**config.mk**
```make
export PLATFORM = sky130hd
export DESIGN_NAME = smpr_motion_regs
export DESIGN_NICKNAME = d
export VERILOG_FILES = /design/src/logic/smpr_pkg.sv /design/src/logic/smpr_tick_gen.sv /design/src/logic/smpr_drive_select.sv /design/src/logic/smpr_motion_regs.sv
export SDC_FILE = /design/constraint.sdc
export NUM_CORES = 1
export LEC_CHECK = 0
export ABC_AREA = 1
export ABC_CLOCK_PERIOD_IN_PS = 11350
export BUFFER_PORTS_ARGS = -buffer_cell sky130_fd_sc_hd__clkbuf_2
export CAP_MARGIN = 10
export CORE_MARGIN = 2
export CORE_UTILIZATION = 44
export CTS_BUF_LIST = sky130_fd_sc_hd__clkbuf_16
export DETAILED_ROUTE_END_ITERATION = 10
export HOLD_SLACK_MARGIN = 0.05
export PLACE_DENSITY = 0.61
export SYNTH_ARGS = -nofsm -noshare
export SYNTH_HDL_FRONTEND = slang
export SYNTH_SLANG_ARGS = --single-unit
```
**constraint.sdc**
```tcl
create_clock -name clk -period 11.35 [get_ports clk]
set_clock_uncertainty 0.1 [all_clocks]
set_input_delay 0.5675 -clock clk [delete_from_list [all_inputs] [get_ports clk]]
set_output_delay 0.5675 -clock clk [all_outputs]
set_load 0.02 [all_outputs]
```
**src/logic/smpr_pkg.sv**
```systemverilog
// Package: motion parameter register map, reset values, field layout and shared types
`default_nettype none
package smpr_pkg;

  // ----------------------------------------------------------------
  // Timing
  // ----------------------------------------------------------------
  localparam int SMPR_CLK_PERIOD_NS = 100; // 10 MHz system clock
  localparam int SMPR_TICK_NS = 250; // Profile tick period

  // ----------------------------------------------------------------
  // Register addresses on the command port
  // ----------------------------------------------------------------
  localparam logic [4:0] SMPR_ADDR_ELPOS = 5'h02;
  localparam logic [4:0] SMPR_ADDR_MARK = 5'h03;
  localparam logic [4:0] SMPR_ADDR_SPEED = 5'h04;
  localparam logic [4:0] SMPR_ADDR_UP_RATE = 5'h05;
  localparam logic [4:0] SMPR_ADDR_DN_RATE = 5'h06;
  localparam logic [4:0] SMPR_ADDR_MAXSPD = 5'h07;
  localparam logic [4:0] SMPR_ADDR_MINSPD = 5'h08;
  localparam logic [4:0] SMPR_ADDR_HOLD = 5'h09;
  localparam logic [4:0] SMPR_ADDR_RUN = 5'h0a;
  localparam logic [4:0] SMPR_ADDR_UP = 5'h0b;
  localparam logic [4:0] SMPR_ADDR_DOWN = 5'h0c;
  localparam logic [4:0] SMPR_ADDR_KNEE = 5'h0d;
  localparam logic [4:0] SMPR_ADDR_FSSPD = 5'h15;

  // ----------------------------------------------------------------
  // Reset values
  // ----------------------------------------------------------------
  localparam logic [8:0] SMPR_RST_ELPOS = 9'h000;
  localparam logic [21:0] SMPR_RST_MARK = 22'h00_0000;
  localparam logic [11:0] SMPR_RST_UP_RATE = 12'h08a;
  localparam logic [11:0] SMPR_RST_DN_RATE = 12'h08a;
  localparam logic [9:0] SMPR_RST_MAXSPD = 10'h041;
  localparam logic [12:0] SMPR_RST_MINSPD = 13'h0000;
  localparam logic [10:0] SMPR_RST_FSSPD = 11'h027;
  localparam logic [7:0] SMPR_RST_AMP = 8'h29;
  localparam logic [13:0] SMPR_RST_KNEE = 14'h0408;

  // ----------------------------------------------------------------
  // Field positions
  // ----------------------------------------------------------------
  localparam int SMPR_OPT_EN_BIT = 12; // Low-speed optimize enable
  localparam int SMPR_BOOST_BIT = 10; // Full-step square-wave boost
  localparam int SMPR_MICRO_BITS = 7; // Microstep part of phase
  localparam int SMPR_SPEED_W = 20; // Current speed, 0.28 format
  localparam int SMPR_DATA_W = 22; // Widest register

  // ----------------------------------------------------------------
  // Types
  // ----------------------------------------------------------------
  typedef enum logic [1:0] {
    SMPR_STOPPED = 2'b00,
    SMPR_ACCEL = 2'b01,
    SMPR_CONST = 2'b10,
    SMPR_DECEL = 2'b11
  } smpr_motion_e;

  // One register access from the serial command decoder
  typedef struct packed {
    logic wr;
    logic rd;
    logic [4:0] addr;
    logic [SMPR_DATA_W-1:0] data;
  } smpr_req_s;

  // Drive settings towards the PWM modulators
  typedef struct packed {
    logic [7:0] amplitude;
    logic full_step;
    logic boost;
  } smpr_drive_s;

endpackage
`default_nettype wire

```
**src/logic/smpr_tick_gen.sv**
```systemverilog
// Fractional divider making the 250 ns profile tick enable
`timescale 1ns/1ns
`default_nettype none
module smpr_tick_gen
  import smpr_pkg::*;
#(
  parameter int CLK_NS = SMPR_CLK_PERIOD_NS,
  parameter int TICK_NS = SMPR_TICK_NS
)
(
  input wire logic clk,
  input wire logic rst,
  output logic tick
);
  // ----------------------------------------------------------------
  // Phase accumulator
  // ----------------------------------------------------------------
  // Tick is not a whole number of clocks, so spacing alternates and
  // the average period stays exact
  logic [15:0] phase_ns; // Time since last tick, in ns
  logic [16:0] sum_ns; // Phase plus one clock period

  assign sum_ns = {1'b0, phase_ns} + 17'(CLK_NS);

  // Advance and emit one-cycle pulse
  always_ff @(posedge clk)
  begin
    if (rst)
    begin
      phase_ns <= 16'h0000;
      tick <= 1'b0;
    end
    else if (sum_ns >= 17'(TICK_NS))
    begin
      phase_ns <= 16'(sum_ns - 17'(TICK_NS));
      tick <= 1'b1;
    end
    else
    begin
      phase_ns <= sum_ns[15:0];
      tick <= 1'b0;
    end
  end
endmodule // smpr_tick_gen
`default_nettype wire

```
**src/logic/smpr_drive_select.sv**
```systemverilog
// Amplitude selection and full-step switch towards the PWM modulators
`timescale 1ns/1ns
`default_nettype none
module smpr_drive_select
  import smpr_pkg::*;
(
  input wire logic clk,
  input wire logic rst,
  input wire smpr_motion_e motion,
  input wire logic [SMPR_SPEED_W-1:0] speed,
  input wire logic [10:0] full_step_threshold_config,
  input wire logic [7:0] hold_amplitude,
  input wire logic [7:0] run_amplitude,
  input wire logic [7:0] ramp_up_start_amplitude,
  input wire logic [7:0] ramp_down_start_amplitude,
  output smpr_drive_s drive
);
  // ----------------------------------------------------------------
  // Full-step threshold
  // ----------------------------------------------------------------
  // Field plus one half in 2^-18 units, moved to 2^-28 speed units
  logic [SMPR_SPEED_W-1:0] fs_thr;
  assign fs_thr = {full_step_threshold_config[9:0], 1'b1, 9'h000};

  // ----------------------------------------------------------------
  // Registered drive word
  // ----------------------------------------------------------------
  // Strict compare: field h3FF never engages full step, zero still needs motion
  always_ff @(posedge clk)
  begin
    if (rst)
    begin
      drive <= '0;
    end
    else
    begin
      drive.full_step <= (speed > fs_thr);
      drive.boost <= full_step_threshold_config[SMPR_BOOST_BIT];
      // Raw code; scaling by supply/256 happens in the modulator
      case (motion)
        SMPR_STOPPED: drive.amplitude <= hold_amplitude;
        SMPR_CONST: drive.amplitude <= run_amplitude;
        SMPR_ACCEL: drive.amplitude <= ramp_up_start_amplitude;
        SMPR_DECEL: drive.amplitude <= ramp_down_start_amplitude;
        default: drive.amplitude <= hold_amplitude;
      endcase
    end
  end
endmodule // smpr_drive_select
`default_nettype wire

```
**src/logic/smpr_motion_regs.sv**
```systemverilog
// Motion parameter registers, profile generator and electrical phase counter
`timescale 1ns/1ns
`default_nettype none
module smpr_motion_regs
  import smpr_pkg::*;
(
  input wire logic clk,
  input wire logic rst,
  input wire smpr_pkg::smpr_req_s req,
  input wire logic move_req,
  input wire logic move_dir,
  input wire logic [2:0] step_resolution,
  input wire logic cmd_error_clr,
  output logic [SMPR_DATA_W-1:0] rd_data,
  output logic rd_valid,
  output logic cmd_error,
  output logic [8:0] electrical_phase_position,
  output logic step_pulse,
  output logic [1:0] motion_state,
  output logic low_velocity_optimize_enable,
  output logic [11:0] low_velocity_threshold,
  output logic [13:0] bemf_knee_speed,
  output smpr_pkg::smpr_drive_s drive
);
  import smpr_pkg::*;

  // ----------------------------------------------------------------
  // Register storage
  // ----------------------------------------------------------------
  logic [21:0] saved_reference_position; // Signed, step-mode units
  logic [11:0] speed_up_rate; // 0.40 steps/tick^2
  logic [11:0] slow_down_rate; // 0.40 steps/tick^2
  logic [9:0] max_speed; // 0.18 steps/tick
  logic [12:0] low_velocity_config; // Optimize bit plus min speed
  logic [10:0] full_step_threshold_config; // Boost bit plus threshold
  logic [7:0] hold_amplitude;
  logic [7:0] run_amplitude;
  logic [7:0] ramp_up_start_amplitude;
  logic [7:0] ramp_down_start_amplitude;

  // ----------------------------------------------------------------
  // Profile state
  // ----------------------------------------------------------------
  smpr_motion_e motion; // Profile phase
  smpr_motion_e next_motion;
  logic [31:0] vel; // Speed with 40 fraction bits
  logic [31:0] next_vel;
  logic [27:0] pos_frac; // Sub-step position accumulator
  logic tick; // 250 ns enable
  logic moving; // Any state but stopped
  logic [SMPR_SPEED_W-1:0] speed; // Current speed, 0.28

  // ----------------------------------------------------------------
  // Write classification
  // ----------------------------------------------------------------
  logic wr_locked; // Register only writable while stopped
  logic wr_refused; // Write dropped
  logic wr_error; // Write raises the error flag
  logic wr_ok; // Write lands in storage

  assign moving = (motion != SMPR_STOPPED);
  assign speed = vel[31:12];

  // Stop-only registers drop the write when busy
  assign wr_locked = (req.addr == SMPR_ADDR_ELPOS) || (req.addr == SMPR_ADDR_UP_RATE)
                   || (req.addr == SMPR_ADDR_DN_RATE) || (req.addr == SMPR_ADDR_KNEE);
  assign wr_refused = req.wr && ((wr_locked && moving)
                   || (req.addr == SMPR_ADDR_SPEED));
  // Low-speed config still stores but is flagged
  assign wr_error = wr_refused
                 || (req.wr && moving && (req.addr == SMPR_ADDR_MINSPD));
  assign wr_ok = req.wr && !wr_refused;

  // ----------------------------------------------------------------
  // Tick divider
  // ----------------------------------------------------------------
  smpr_tick_gen #(
    .CLK_NS(SMPR_CLK_PERIOD_NS),
    .TICK_NS(SMPR_TICK_NS)
  ) u_tick (
    .clk(clk),
    .rst(rst),
    .tick(tick)
  );

  // ----------------------------------------------------------------
  // Parameter register writes
  // ----------------------------------------------------------------
  // Narrow registers take the low bits of the write data
  always_ff @(posedge clk)
  begin
    if (rst)
    begin
      saved_reference_position <= SMPR_RST_MARK;
      speed_up_rate <= SMPR_RST_UP_RATE;
      slow_down_rate <= SMPR_RST_DN_RATE;
      max_speed <= SMPR_RST_MAXSPD;
      low_velocity_config <= SMPR_RST_MINSPD;
      full_step_threshold_config <= SMPR_RST_FSSPD;
      hold_amplitude <= SMPR_RST_AMP;
      run_amplitude <= SMPR_RST_AMP;
      ramp_up_start_amplitude <= SMPR_RST_AMP;
      ramp_down_start_amplitude <= SMPR_RST_AMP;
      bemf_knee_speed <= SMPR_RST_KNEE;
    end
    else if (wr_ok)
    begin
      case (req.addr)
        SMPR_ADDR_MARK: saved_reference_position <= req.data[21:0];
        SMPR_ADDR_UP_RATE: speed_up_rate <= req.data[11:0];
        SMPR_ADDR_DN_RATE: slow_down_rate <= req.data[11:0];
        SMPR_ADDR_MAXSPD: max_speed <= req.data[9:0];
        SMPR_ADDR_MINSPD: low_velocity_config <= req.data[12:0];
        SMPR_ADDR_FSSPD: full_step_threshold_config <= req.data[10:0];
        SMPR_ADDR_HOLD: hold_amplitude <= req.data[7:0];
        SMPR_ADDR_RUN: run_amplitude <= req.data[7:0];
        SMPR_ADDR_UP: ramp_up_start_amplitude <= req.data[7:0];
        SMPR_ADDR_DOWN: ramp_down_start_amplitude <= req.data[7:0];
        SMPR_ADDR_KNEE: bemf_knee_speed <= req.data[13:0];
        default: ; // Phase handled below, unmapped ignored
      endcase
    end
  end

  // ----------------------------------------------------------------
  // Low-speed outputs
  // ----------------------------------------------------------------
  // Registered copies so outputs come from flops
  always_ff @(posedge clk)
  begin
    if (rst)
    begin
      low_velocity_optimize_enable <= 1'b0;
      low_velocity_threshold <= 12'h000;
    end
    else
    begin
      low_velocity_optimize_enable <= low_velocity_config[SMPR_OPT_EN_BIT];
      low_velocity_threshold <= low_velocity_config[11:0];
    end
  end

  // ----------------------------------------------------------------
  // Read-back
  // ----------------------------------------------------------------
  // Answer one clock after the read; unmapped reads return zero
  always_ff @(posedge clk)
  begin
    if (rst)
    begin
      rd_data <= '0;
      rd_valid <= 1'b0;
    end
    else
    begin
      rd_valid <= req.rd;
      case (req.addr)
        SMPR_ADDR_ELPOS: rd_data <= 22'(electrical_phase_position);
        SMPR_ADDR_MARK: rd_data <= saved_reference_position;
        SMPR_ADDR_SPEED: rd_data <= 22'(speed);
        SMPR_ADDR_UP_RATE: rd_data <= 22'(speed_up_rate);
        SMPR_ADDR_DN_RATE: rd_data <= 22'(slow_down_rate);
        SMPR_ADDR_MAXSPD: rd_data <= 22'(max_speed);
        SMPR_ADDR_MINSPD: rd_data <= 22'(low_velocity_config);
        SMPR_ADDR_FSSPD: rd_data <= 22'(full_step_threshold_config);
        SMPR_ADDR_HOLD: rd_data <= 22'(hold_amplitude);
        SMPR_ADDR_RUN: rd_data <= 22'(run_amplitude);
        SMPR_ADDR_UP: rd_data <= 22'(ramp_up_start_amplitude);
        SMPR_ADDR_DOWN: rd_data <= 22'(ramp_down_start_amplitude);
        SMPR_ADDR_KNEE: rd_data <= 22'(bemf_knee_speed);
        default: rd_data <= '0;
      endcase
    end
  end

  // ----------------------------------------------------------------
  // Command error flag
  // ----------------------------------------------------------------
  // Sticky; a new error in the clear cycle wins over the clear
  always_ff @(posedge clk)
  begin
    if (rst)
    begin
      cmd_error <= 1'b0;
    end
    else if (wr_error)
    begin
      cmd_error <= 1'b1;
    end
    else if (cmd_error_clr)
    begin
      cmd_error <= 1'b0;
    end
  end

  // ----------------------------------------------------------------
  // Profile generator
  // ----------------------------------------------------------------
  logic [31:0] max_vel; // Max speed in 0.40
  logic [31:0] min_vel; // Effective min speed in 0.40
  logic [32:0] vel_up; // Speed plus acceleration
  logic [32:0] vel_dn; // Speed minus deceleration

  // Optimize enable forces the profile floor to zero
  assign max_vel = {max_speed, 22'h00_0000};
  assign min_vel = low_velocity_config[SMPR_OPT_EN_BIT] ? 32'h0000_0000
                 : {4'h0, low_velocity_config[11:0], 16'h0000};
  assign vel_up = {1'b0, vel} + 33'(speed_up_rate);
  assign vel_dn = {1'b0, vel} - 33'(slow_down_rate);

  // Next speed and phase of the profile
  always_comb
  begin
    next_motion = motion;
    next_vel = vel;
    case (motion)
      SMPR_STOPPED:
      begin
        if (move_req)
        begin
          next_motion = SMPR_ACCEL;
          next_vel = min_vel;
        end
      end
      SMPR_ACCEL:
      begin
        if (!move_req)
        begin
          next_motion = SMPR_DECEL;
        end
        else if (vel_up >= {1'b0, max_vel})
        begin
          next_motion = SMPR_CONST;
          next_vel = max_vel;
        end
        else
        begin
          next_vel = vel_up[31:0];
        end
      end
      SMPR_CONST:
      begin
        if (!move_req)
        begin
          next_motion = SMPR_DECEL;
        end
        else if (vel > max_vel)
        begin
          next_vel = max_vel;
        end
      end
      SMPR_DECEL:
      begin
        if (move_req)
        begin
          next_motion = SMPR_ACCEL;
        end
        else if (vel_dn[32] || (vel_dn[31:0] <= min_vel))
        begin
          next_motion = SMPR_STOPPED;
          next_vel = 32'h0000_0000;
        end
        else
        begin
          next_vel = vel_dn[31:0];
        end
      end
      default:
      begin
        next_motion = SMPR_STOPPED;
        next_vel = 32'h0000_0000;
      end
    endcase
  end

  // Profile advances only on the tick enable
  always_ff @(posedge clk)
  begin
    if (rst)
    begin
      motion <= SMPR_STOPPED;
      vel <= 32'h0000_0000;
    end
    else if (tick)
    begin
      motion <= next_motion;
      vel <= next_vel;
    end
  end

  // ----------------------------------------------------------------
  // Step generation and electrical phase
  // ----------------------------------------------------------------
  logic [28:0] pos_sum; // Accumulator plus speed
  logic [8:0] phase_inc; // Phase advance per step
  assign pos_sum = {1'b0, pos_frac} + 29'(speed);
  assign phase_inc = 9'h080 >> step_resolution;

  // Carry out of the fraction is one step at the chosen resolution;
  // host writes, taken only while stopped, make the sine generator jump at once
  always_ff @(posedge clk)
  begin
    if (rst)
    begin
      pos_frac <= 28'h000_0000;
      step_pulse <= 1'b0;
      electrical_phase_position <= SMPR_RST_ELPOS;
    end
    else
    begin
      step_pulse <= 1'b0;
      if (wr_ok && (req.addr == SMPR_ADDR_ELPOS))
      begin
        // Misaligned values are the host's concern
        electrical_phase_position <= req.data[8:0];
      end
      else if (tick && moving)
      begin
        pos_frac <= pos_sum[27:0];
        if (pos_sum[28])
        begin
          step_pulse <= 1'b1;
          electrical_phase_position <= move_dir ? electrical_phase_position + phase_inc
                                     : electrical_phase_position - phase_inc;
        end
      end
    end
  end

  // Expose profile phase
  always_ff @(posedge clk)
  begin
    if (rst)
    begin
      motion_state <= SMPR_STOPPED;
    end
    else
    begin
      motion_state <= motion;
    end
  end

  // ----------------------------------------------------------------
  // Drive selection
  // ----------------------------------------------------------------
  smpr_drive_select u_drive (
    .clk(clk),
    .rst(rst),
    .motion(motion),
    .speed(speed),
    .full_step_threshold_config(full_step_threshold_config),
    .hold_amplitude(hold_amplitude),
    .run_amplitude(run_amplitude),
    .ramp_up_start_amplitude(ramp_up_start_amplitude),
    .ramp_down_start_amplitude(ramp_down_start_amplitude),
    .drive(drive)
  );
endmodule // smpr_motion_regs
`default_nettype wire

```
* Word level (Yosys, flattened, before mapping)
Index checks and enable logic that the tools add are counted.
** Word-level totals
- Input bits :: 37
- Bits in registers :: 264
- Output and inout port bits :: 73
** Cells by class
- Mux-type cells :: 27
- Bitwise operators :: 2
- Magnitude comparators :: 5
- Equality and inequality tests :: 24
- Reductions and logical operators :: 35
- Add/sub/neg operators :: 7
- Shifts and indexed selects :: 1
** Operator list (count)
- case mux 22 bit (13 select lines) :: 1
- 2-to-1 mux 32 bit :: 7
- case mux 32 bit (4 select lines) :: 1
- 2-to-1 mux 9 bit :: 4
- adder 32 x 12 -> 33 bit :: 1
- greater-or-equal comparator 33 x 32 -> 1 bit :: 1
- subtractor 32 x 12 -> 33 bit :: 1
- greater-than comparator 32 bit :: 1
- <= comparator 32 x 28 -> 1 bit :: 1
- case mux 8 bit (4 select lines) :: 1
- equality test 5 x 4 -> 1 bit, second input constant :: 6
- adder 28 x 20 -> 29 bit :: 1
- 2-to-1 mux 28 bit :: 1
- AND reduction 2 bit :: 13
- equality test 5 x 3 -> 1 bit, second input constant :: 4
- greater-than comparator 20 bit :: 1
- adder 16 x 7 -> 17 bit, second input constant :: 1
- greater-or-equal comparator 17 x 8 -> 1 bit, second input constant :: 1
- 2-to-1 mux 16 bit :: 1
- subtractor 16 x 8 -> 16 bit, second input constant :: 1
- 2-to-1 mux 2 bit :: 6
- inequality test 2 bit, second input constant :: 6
- equality test 5 x 2 -> 1 bit, second input constant :: 2
- adder 9 bit :: 1
- other kinds (17) :: 37

* Logic depth before layout (Yosys ltp)
Gate-level depths: netlist (run 1).
- Depth in word-level cells :: 12
- Gate-level depth with buffers :: 34

* By module
From an unflattened synthesis (run 1), not the netlist that was laid out.
** Second synthesis, totals
- Cell total of the unflattened synthesis :: 2603
- Area, all modules :: 17141.4 um2
** By module, submodules not included
- smpr_motion_regs :: area an instance 15015.7 um2, cells each 2267, instances 1
- smpr_tick_gen :: area an instance 1363.8 um2, cells each 216, instances 1
- smpr_drive_select :: area an instance 762.0 um2, cells each 120, instances 1

* Worst setup path before layout (run 1)
Ideal clock, no wire load.
- Path type :: reg2reg
- Start point :: reg vel[0]
- End point :: reg vel[26]
- Cell stages (with the launch flop) :: 34
- Clock period less this slack :: 3.821 ns
- Data required time :: 11.119 ns
- Arrival time :: 3.590 ns
- Slack :: 7.529 ns
- Setup time :: 0.131 ns
- Cell sequence :: dfxtp_1 ha_1 inv_1 fa_1 inv_1 nand2_1 nand2_1 nand3_1 nand2_1 nand3_1 nand2_1 nand2_1 nor3_1 xor2_1 inv_1 ha_1 nand2_1 nor2_1 nand3_1 nor2_1 nand3_1 nor2_1 nand2_1 nor2_1 nand3_1 nor2_1 nand2_2 nand2_4 buf_6 nand2_1 nand3_1 nand3_1 nand2_1 a21oi_2
** On the way
- Longest elaborated chain between the ends :: 6
- Elaborated cells on any way between the ends :: 13
** RTL lines
- from (decl) :: line smpr_motion_regs.sv:46 : logic [31:0] vel;
- from (signal assigned) :: line smpr_motion_regs.sv:287 : vel <= next_vel;
- subtractor 32 x 12 -> 33 bit :: line smpr_motion_regs.sv:209 : assign vel_dn = {1'b0, vel} - 33'(slow_down_rate);
- <= comparator 32 x 28 -> 1 bit :: line smpr_motion_regs.sv:258 : else if (vel_dn[32] || (vel_dn[31:0] <= min_vel))
- logical OR 1 bit :: line smpr_motion_regs.sv:258
- 2-to-1 mux 32 bit :: line smpr_motion_regs.sv:258
- 2-to-1 mux 32 bit :: line smpr_motion_regs.sv:254 : if (move_req)
- case mux 32 bit (4 select lines) :: line smpr_motion_regs.sv:216 : case (motion)
Several ways; a longest one is shown, not always the timed one. The select of a mux whose other input is x is not followed.
A chain may end at the register's enable or synchronous reset.

* Final worst setup path (run 1)
- Start point :: reg vel[0]
- End point :: reg vel[4]
Same word-level chain as after synthesis.

==> qor.csv, run 1 <==
metric;value;unit
drv_cap;0;
gp_congestion;0.977;
outcome;complete, no violations;
synth_xor_xnor_area_share;0.0296;
cts_sinks;263;
p_int;0.00203;W
tightest_slew;1.15;ns
path_clk_slew;0.07;ns
worstSkewPairLatency;0.56;ns
final_util;0.493;
fp.dieH;201;um
setup_tns;0;ns
critPathCaptureType;register;
grt_pass1_wl;98.6;mm
synth-simple-area-share;0.287;
grt_usage;0.314;
synth-compound-area-share;0.190;
synth_flop_cell;dfxtp_1;
gr-total-overflow;0;
ir_drop;108;uV
num_antenna_cells;0;
num_vias;17700;
ys_types;56;
synth-seq-area-share;0.308;
clk_path_buf_depth;3;
startpoint_type;register;
synth_top_family_by_area;simple AND/OR/NAND/NOR gates;
first_pass_iters;6;
hp-class;input port to register;
cts-hold-fix-buffers;0;
cts_tree;yes;
place_hpwl;48.1;mm
critPathSlowestCell;nor3_4;
worstPathRequired;11.73;ns
die_area;0.0404;mm^2
crit_arrival;5.36;ns
period_needed;4.98;ns
syn2layout_area_growth;10.9;%
numPortBuffers;109;
drt-initial-drc-count;1576;
path_max_fanout;19;
avgViaCountPerCell;5.62;
antenna_left;0;
finalSetupViolCount;0;
remaining_drc_errors;0;
avgSynthCellArea;6.67;um^2
initial_core_util;0.444;
post_cts_buffers;0;
combPwrFrac;0.391;
slew_viol_final;0;
fmax;201;MHz
cts-root-buf;clkbuf_16;
ioPinCount;110;
switching_power;0.00149;W
yosys-mux-area-fraction;0;
cts-buffers-inserted;34;
wl_per_cell;20.4;um
max-slew-margin-rel;0.232;
synthArstFlopShare;0;
grt_setup_unrepaired;false;
die_w;201;um
period_share;0.439;
switching_share;0.422;
crit_family;simple AND/OR/NAND/NOR gates;
critPathMaxStageDelay;0.58;ns
ys_warn_count;0;
synth_cells;2563;
cp_num_buf_inv;3;
nets;2759;
cpMostUsedCell;nand2_1;
leakage;8.55;nW
coreArea;0.0385;mm^2
power_density;186;mW/mm^2
ys_ff_latch;263;
grt_pass1_vias;16800;
syn-num-nets;2708;
syn_area;0.0171;mm^2
grt_antenna_before_repair;0;
grt_max_degree;80;
wirelength;64.5;mm
htreeDepth;2;
seq_power_share;0.311;
synth_edf_count;0;
power_frac_clock;0.298;
rows;72;
cts_resized;0;
drive_above_1_share;0.110;
synthAdderAreaFrac;0.0809;
critical_path_class;register to register;
power;0.00352;W
finalHoldViolations;0;
==> power by group through the flow <==
stage | Sequential, W | Combinational, W | Clock (W)
6_report | 0.00109 | 0.00138 | 0.00105
5_1_grt | 0.00110 | 0.00153 | 0.00110
4_1_cts | 0.00109 | 0.00135 | 0.00107
3_5_place_dp | 0.00111 | 0.00134 | 0
3_3_place_gp | 0.00111 | 0.00133 | 0
2_1_floorplan | 0.00109 | 0.00101 | 0
==> sequential cells by signal (all words and copies together) (netlist names), 8 cells and up <==
register / cells
vel: 32
pos_frac: 28
rd_data: 22
saved_reference_position: 22
u_tick.phase_ns: 15
bemf_knee_speed: 14
low_velocity_config: 13
low_velocity_threshold: 12
slow_down_rate: 12
speed_up_rate: 12
full_step_threshold_config: 11
max_speed: 10
u_drive.drive: 10
electrical_phase_position: 9
hold_amplitude: 8
ramp_down_start_amplitude: 8
ramp_up_start_amplitude: 8
run_amplitude: 8
==> metal layers <==
| layer | vias up | GRT usage | wire length [um] |
|---|---|---|---|
| met3 | 139 | 0.0404 | 4320 |
| met4 | 0 | 0.128 | 2680 |
| li1 | 8577 | - | - |
| met2 | 722 | 0.516 | 29300 |
| met5 | - | 0 | 0 |
| met1 | 8297 | 0.417 | 28100 |
==> worst reg2reg max path, delay by kind of cell, from the launching register on <==
kind | cells | cell delay [ns]
and+or+nand+nor | 17 | 2.49
adders and majority gates | 3 | 0.87
AOI/OAI and AO/OA | 4 | 0.52
DFF | 1 | 0.39
xor gates and xnor gates | 1 | 0.30
buffers and inverters | 3 | 0.24
==> final timing paths <==
check / to / startpoint / cells after the start / slack (ns)
setup reg to reg: vel[4] / vel[0] / 28 / 6.37
setup / recovery: vel[4] / vel[0] / 28 / 6.37
hold reg to reg: rd_data[20] / saved_reference_position[20] / 2 / 0.34
hold / removal: rd_valid / req[27] / 3 / 0.11
==> cell usage in the layout, fill, tap and decap left out, drive strengths merged, types with 3 or more instances in the layout <==
| cell type | netlist | final |
|---|---|---|
| nand2 | 573 | 573 |
| inv | 336 | 344 |
| a21oi | 269 | 269 |
| nor2 | 269 | 269 |
| dfxtp | 263 | 263 |
| nand3 | 179 | 179 |
| o21ai | 175 | 175 |
| clkbuf | 66 | 143 |
| ha | 104 | 104 |
| xor2 | 47 | 47 |
| nand4 | 38 | 38 |
| nor3 | 34 | 34 |
| o22ai | 32 | 32 |
| o211ai | 29 | 29 |
| a31oi | 18 | 18 |
| a221oi | 15 | 15 |
| buf | 41 | 14 |
| clkinv | 3 | 14 |
| nor4 | 10 | 10 |
| xnor2 | 9 | 9 |
| a211oi | 8 | 8 |
| or2 | 7 | 7 |
| nand3b | 4 | 4 |
| a2111oi | 4 | 4 |
| a41oi | 4 | 4 |
| fa | 4 | 4 |
| and2 | 3 | 3 |
| o21a | 3 | 3 |
| o221ai | 3 | 3 |
| a21boi | 3 | 3 |
==> kinds of logic after synthesis <==
group / count (synthesis)
buf+inv: 446
flops: 263
simple gates: 1118
fa+ha+maj: 108
compound gates: 572
xor+xnor: 56
==> cells in the mapped netlist, drive strengths merged, types with 2 or more instances <==
| library cell | instances | share of area |
|---|---|---|
| clkinv | 3 | 0.00073 |
| nor3 | 34 | 0.012 |
| a221oi | 15 | 0.0077 |
| nand2 | 573 | 0.13 |
| xor2 | 47 | 0.025 |
| nor2 | 269 | 0.064 |
| o211ai | 29 | 0.013 |
| o221ai | 3 | 0.0015 |
| ha | 104 | 0.076 |
| fa | 4 | 0.0047 |
| and2 | 3 | 0.0011 |
| a31oi | 18 | 0.0066 |
| a41oi | 4 | 0.0021 |
| nand4 | 38 | 0.014 |
| inv | 336 | 0.074 |
| xnor2 | 9 | 0.0046 |
| clkbuf | 66 | 0.015 |
| a21oi | 269 | 0.082 |
| o2111ai | 2 | 0.0010 |
| or2 | 7 | 0.0026 |
| nor4 | 10 | 0.0037 |
| o21a | 3 | 0.0013 |
| o21ai | 175 | 0.053 |
| o22ai | 32 | 0.012 |
| nand3 | 179 | 0.055 |
| a211oi | 8 | 0.0035 |
| a21boi | 3 | 0.0013 |
| nand3b | 4 | 0.0018 |
| a2111oi | 4 | 0.0021 |
| o21bai | 2 | 0.00088 |
| dfxtp | 263 | 0.31 |
| buf | 41 | 0.015 |
==> metrics by stage <==
step / hold slack, ns / std cells / cell area, um^2 / setup WS, ns
after global routing: 0.109 / 3154 / 18900 / 5.86
after CTS: 0.0879 / 3154 / 18900 / 6.43
after global placement: 0.333 / 3096 / 17900 / 6.61
after detailed placement: 0.336 / 3096 / 17900 / 6.48
final: 0.107 / 3154 / 18900 / 6.37
after floorplan: 0.323 / 2563 / 17100 / 7.53
==> cell type report <==
type / instances / area (um^2)
fill: 4012 / 19500
multi-input combinational: 1854 / 10000
sequential: 263 / 5270
inverter: 339 / 1280
clock buffer: 35 / 876
tap: 518 / 648
timing repair buffer: 122 / 646
clock inverter: 23 / 188
Power figures use the tool's default switching activity.
==> run 2, diff against run 1 <==
--- a/config.mk
+++ b/config.mk
@@ -5,8 +5,8 @@
 export SDC_FILE = /design/constraint.sdc
 export NUM_CORES = 1
 export LEC_CHECK = 0
-export ABC_AREA = 1
-export ABC_CLOCK_PERIOD_IN_PS = 11350
+export ABC_AREA = 0
+export ABC_CLOCK_PERIOD_IN_PS = 4240
 export BUFFER_PORTS_ARGS = -buffer_cell sky130_fd_sc_hd__clkbuf_2
 export CAP_MARGIN = 10
 export CORE_MARGIN = 2
@@ -14,7 +14,7 @@
 export CTS_BUF_LIST = sky130_fd_sc_hd__clkbuf_16
 export DETAILED_ROUTE_END_ITERATION = 10
 export HOLD_SLACK_MARGIN = 0.05
-export PLACE_DENSITY = 0.61
+export PLACE_DENSITY = 0.63
 export SYNTH_ARGS = -nofsm -noshare
 export SYNTH_HDL_FRONTEND = slang
 export SYNTH_SLANG_ARGS = --single-unit
==> constraint.sdc (replaced) <==
create_clock -name clk -period 4.24 [get_ports clk]
set_clock_uncertainty 0.1 [all_clocks]
set_input_delay 0.212 -clock clk [delete_from_list [all_inputs] [get_ports clk]]
set_output_delay 0.212 -clock clk [all_outputs]
set_load 0.02 [all_outputs]
==> run 2 against run 1 <==
  * Sequential share of layout area down 2.7 points
  * Combinational power increased by 140%
  * Critical path depth fell by 7
  * Core utilization rose by 8.2 points
  * The run now ends with negative setup slack left
  * Clock power rose to 2.6 times the previous value
==> qor.csv, run 2 <==
metric;value;unit;change
outcome;finished with violations;;
violations;negative setup slack;;
crit_arrival;5.32;ns;-0.04 ns
yosys-top-cells-area;dfxtp_1 32%, ha_1 7.9%, nand2_1 7.6%;;
syn_area;0.0164;mm^2;-4.1%
ys_types;92;;+64%
die_w;197;um;-2.0%
busiest_layer;met2;;
ff2ff_setup_slack;-0.66;ns;-7.03 ns
dpl.cell_count;2790;;-9.9%
hp-class;input port to register;;
yosysMostFrequentCell;nand2_1;;
worstPathRequired;4.65;ns;-7.08 ns
path_clk_slew;0.07;ns;about the same
synthArstFlopShare;0;;unchanged
finalSetupViolCount;34;;+34
nets;2546;;-7.7%
power_frac_clock;0.306;;+0.008
synth_flop_cell;dfxtp_1;;
period_needed;4.90;ns;-0.0808 ns
avgViaCountPerCell;6.11;;+8.7%
use_met1;0.463;;+0.0456
avgSynthCellArea;7.83;um^2;+18%
grt_antenna_before_repair;0;;unchanged
grt_max_degree;85;;+6.3%
grt_setup_unrepaired;true;;
grt_usage;0.342;;+0.0278
slew_viol_final;0;;unchanged
layout_commonest_cell;nand2_1;;
die_area;0.0388;mm^2;-4.0%
critical_path_class;register to register;;
switching_power;0.00326;W;+120%
hold_path_end;saved_reference_position[3];;
coreArea;0.0366;mm^2;-4.8%
fin_area;0.0211;mm^2;+11%
combPwrFrac;0.384;;-0.007
numPortBuffers;109;;unchanged
placed_area;0.0191;mm^2;+6.9%
leakage;8.95;nW;+4.6%
multi_input_area;0.0109;mm^2;+8.3%
holdPathStages;3;;unchanged
num_vias;17700;;-0.33%
ys_ff_latch;263;;unchanged
tightest_slew;1.19;ns;+0.0361 ns
fillers;3435;;-14%
remaining_drc_errors;0;;unchanged
critPathCaptureType;register;;
drt-initial-drc-count;1868;;+19%
cts_sinks;263;;unchanged
drv_cap;0;;unchanged
synth_cells;2092;;-18%
grt_pass1_wl;102;mm;+3.4%
final_cell_mix;325 x nand2_1, 269 x buf_4, 258 x dfxtp_1;;
synth_top_area_frac;0.321;;+0.0131
seq_power_share;0.310;;about the same
ys_warn_count;0;;unchanged
cts-root-buf;clkbuf_16;;
fin_cells;2893;;-8.3%
power_density;418;mW/mm^2;+130%
r2r-end;vel[22];;
grtUsageMet3;0.0522;;+0.0118
regToRegStartpoint;vel[0];;
switching_share;0.370;;-0.0525
worstSkewPairLatency;0.60;ns;+0.04 ns
yosys.area.top_type;dfxtp_1;;
synth_edf_count;0;;unchanged
first_pass_iters;7;;+1
largest_reg_flops;32;;unchanged
synth.top_cells.by_count;332 x nand2_1, 263 x dfxtp_1, 184 x a21oi_1, 156 x nor2_1, 118 x clkbuf_1;;
drive_above_1_share;0.234;;+0.124
syn2layout_area_growth;28.5;%;
worstHoldStart;req[3];;
seq_area;0.00528;mm^2;+0.21%
clk_path_buf_depth;3;;unchanged
path_max_fanout;8;;-11
ir_drop;320;uV;+200%
r2r_cells;21;;-25%
antenna_left;0;;unchanged
p_int;0.00555;W;+170%
regMostFlops;vel;;
use_met2;0.542;;+0.0254
dpl_worst_slack;-0.801;ns;-7.28 ns
finalHoldViolations;0;;unchanged
reg_top3;vel x32, pos_frac x28;;
grt_pass1_vias;17100;;+1.9%
startpoint_type;register;;
power;0.00880;W;+150%
cts-buffers-inserted;30;;-12%
gp_congestion;0.980;;+0.30%
setup_slack;-0.664;ns;-7.03 ns
max-slew-margin-rel;0.204;;-0.0284
fp.dieH;197;um;-2.0%
htreeDepth;1;;-1
num_antenna_cells;0;;unchanged
initial_core_util;0.448;;+0.00345
ioPinCount;110;;unchanged
syn-num-nets;2237;;-17%
period_share;1.16;;+0.717
synth-seq-area-share;0.321;;+0.0131
wirelength;67.5;mm;+4.6%
wl_per_cell;23.3;um;+14%
place_hpwl;50.7;mm;+5.4%
fmax;204;MHz;+1.6%
gr-total-overflow;0;;unchanged
cts_tree;yes;;
final_util;0.575;;+0.0825
rows;70;;-2.8%
-- run 2: cell count changes after synthesis, moves of 31 or more --
cell / delta
mux2i_1: +35
nand2_2: -34
clkbuf_1: +52
nor2_1: -92
o21ai_0: -98
xnor2_1: +41
a21oi_1: -74
nand2_1: -203
nand3_1: -76
inv_1: -237
nor2b_1: +31
-- run 2: worst max path at each step --
stage | slack (ns) | startpoint | depth (start not counted) | endpoint
6_report | -0.66 | vel[0] | 21 | vel[22]
5_1_grt | -0.89 | speed_up_rate[0] | 22 | vel[27]
4_1_cts | -0.62 | speed_up_rate[0] | 22 | vel[22]
3_5_place_dp | -0.80 | slow_down_rate[0] | 20 | vel[4]
3_3_place_gp | -0.74 | vel[0] | 21 | vel[14]
2_1_floorplan | -0.35 | vel[0] | 20 | vel[23]
-- run 2: kinds of logic (layout without fill, tap and decap cells) --
kind of cell             after synthesis  count (layout)  share of synthesized area
AND/OR/NAND/NOR                      805             806                      0.230
flip-flops                           263             263                      0.321
buffers and inverters                226             558                     0.0531
AO/OA/AOI/OAI                        561             561                      0.238
multiplexers                          39              39                     0.0248
adder cells (fa/ha/maj)              109             109                     0.0849
XOR/XNOR                              89              89                     0.0476
-- run 2: worst max-delay path, cell delays in order, from the launching register on --
cell,delay (ns)
dfxtp_4,0.37
ha_4,0.13
inv_2,0.04
fa_2,0.38
nor2b_4,0.15
o2111ai_4,0.16
a2111oi_4,0.30
buf_4,0.20
or2_4,0.15
and4_4,0.24
xor2_2,0.07
ha_1,0.31
nand4_1,0.20
a2111oi_2,0.39
o2111a_1,0.24
nand4_1,0.14
or4_4,0.47
o311ai_4,0.26
buf_12,0.18
nand2_2,0.04
o211ai_1,0.09
a32o_1,0.18
-- run 2: area by class of cell --
| class | instances | area share |
|---|---|---|
| clock buffers | 31 | 0.0369 |
| clock inverters | 25 | 0.0106 |
| inverters | 88 | 0.0157 |
| multi-input cells | 1604 | 0.517 |
| flip-flops and latches | 263 | 0.251 |
| well taps | 468 | 0.0278 |
| repair buffers | 414 | 0.141 |
-- run 2: metal layers --
metal / share of wire / routed length [um]
met1: 0.43 / 28900
met2: 0.44 / 29500
met3: 0.084 / 5680
met4: 0.050 / 3360
met5: 0 / 0
-- run 2: power groups by stage --
stage	combinational, W	clock, W	sequential (W)
after floorplan	0.00186	0	0.00276
after global placement	0.00311	0	0.00278
after detailed placement	0.00313	0	0.00278
after CTS	0.00326	0.00272	0.00273
after global routing	0.00363	0.00282	0.00275
final	0.00338	0.00269	0.00273
-- run 2: metrics by stage --
stage	hold slack, ns	TNS (ns)
2_1_floorplan	0.236	-6.79
3_3_place_gp	0.319	-22.53
3_5_place_dp	0.336	-24.86
4_1_cts	0.0553	-17.29
5_1_grt	0.0883	-26.49
6_report	0.0943	-18.50
-- run 2: what timing repair did --
| item | 4_1_cts | 5_1_grt |
|---|---|---|
| buffers inserted | 8 | 12 |
| endpoints found under the hold margin | 122 | 0 |
| hold buffers | 27 | 0 |
| cloned | 1 | 0 |
| pin swaps | 45 | 31 |
| endpoints found under the setup margin | 34 | 34 |
| resized for setup | 71 | 35 |
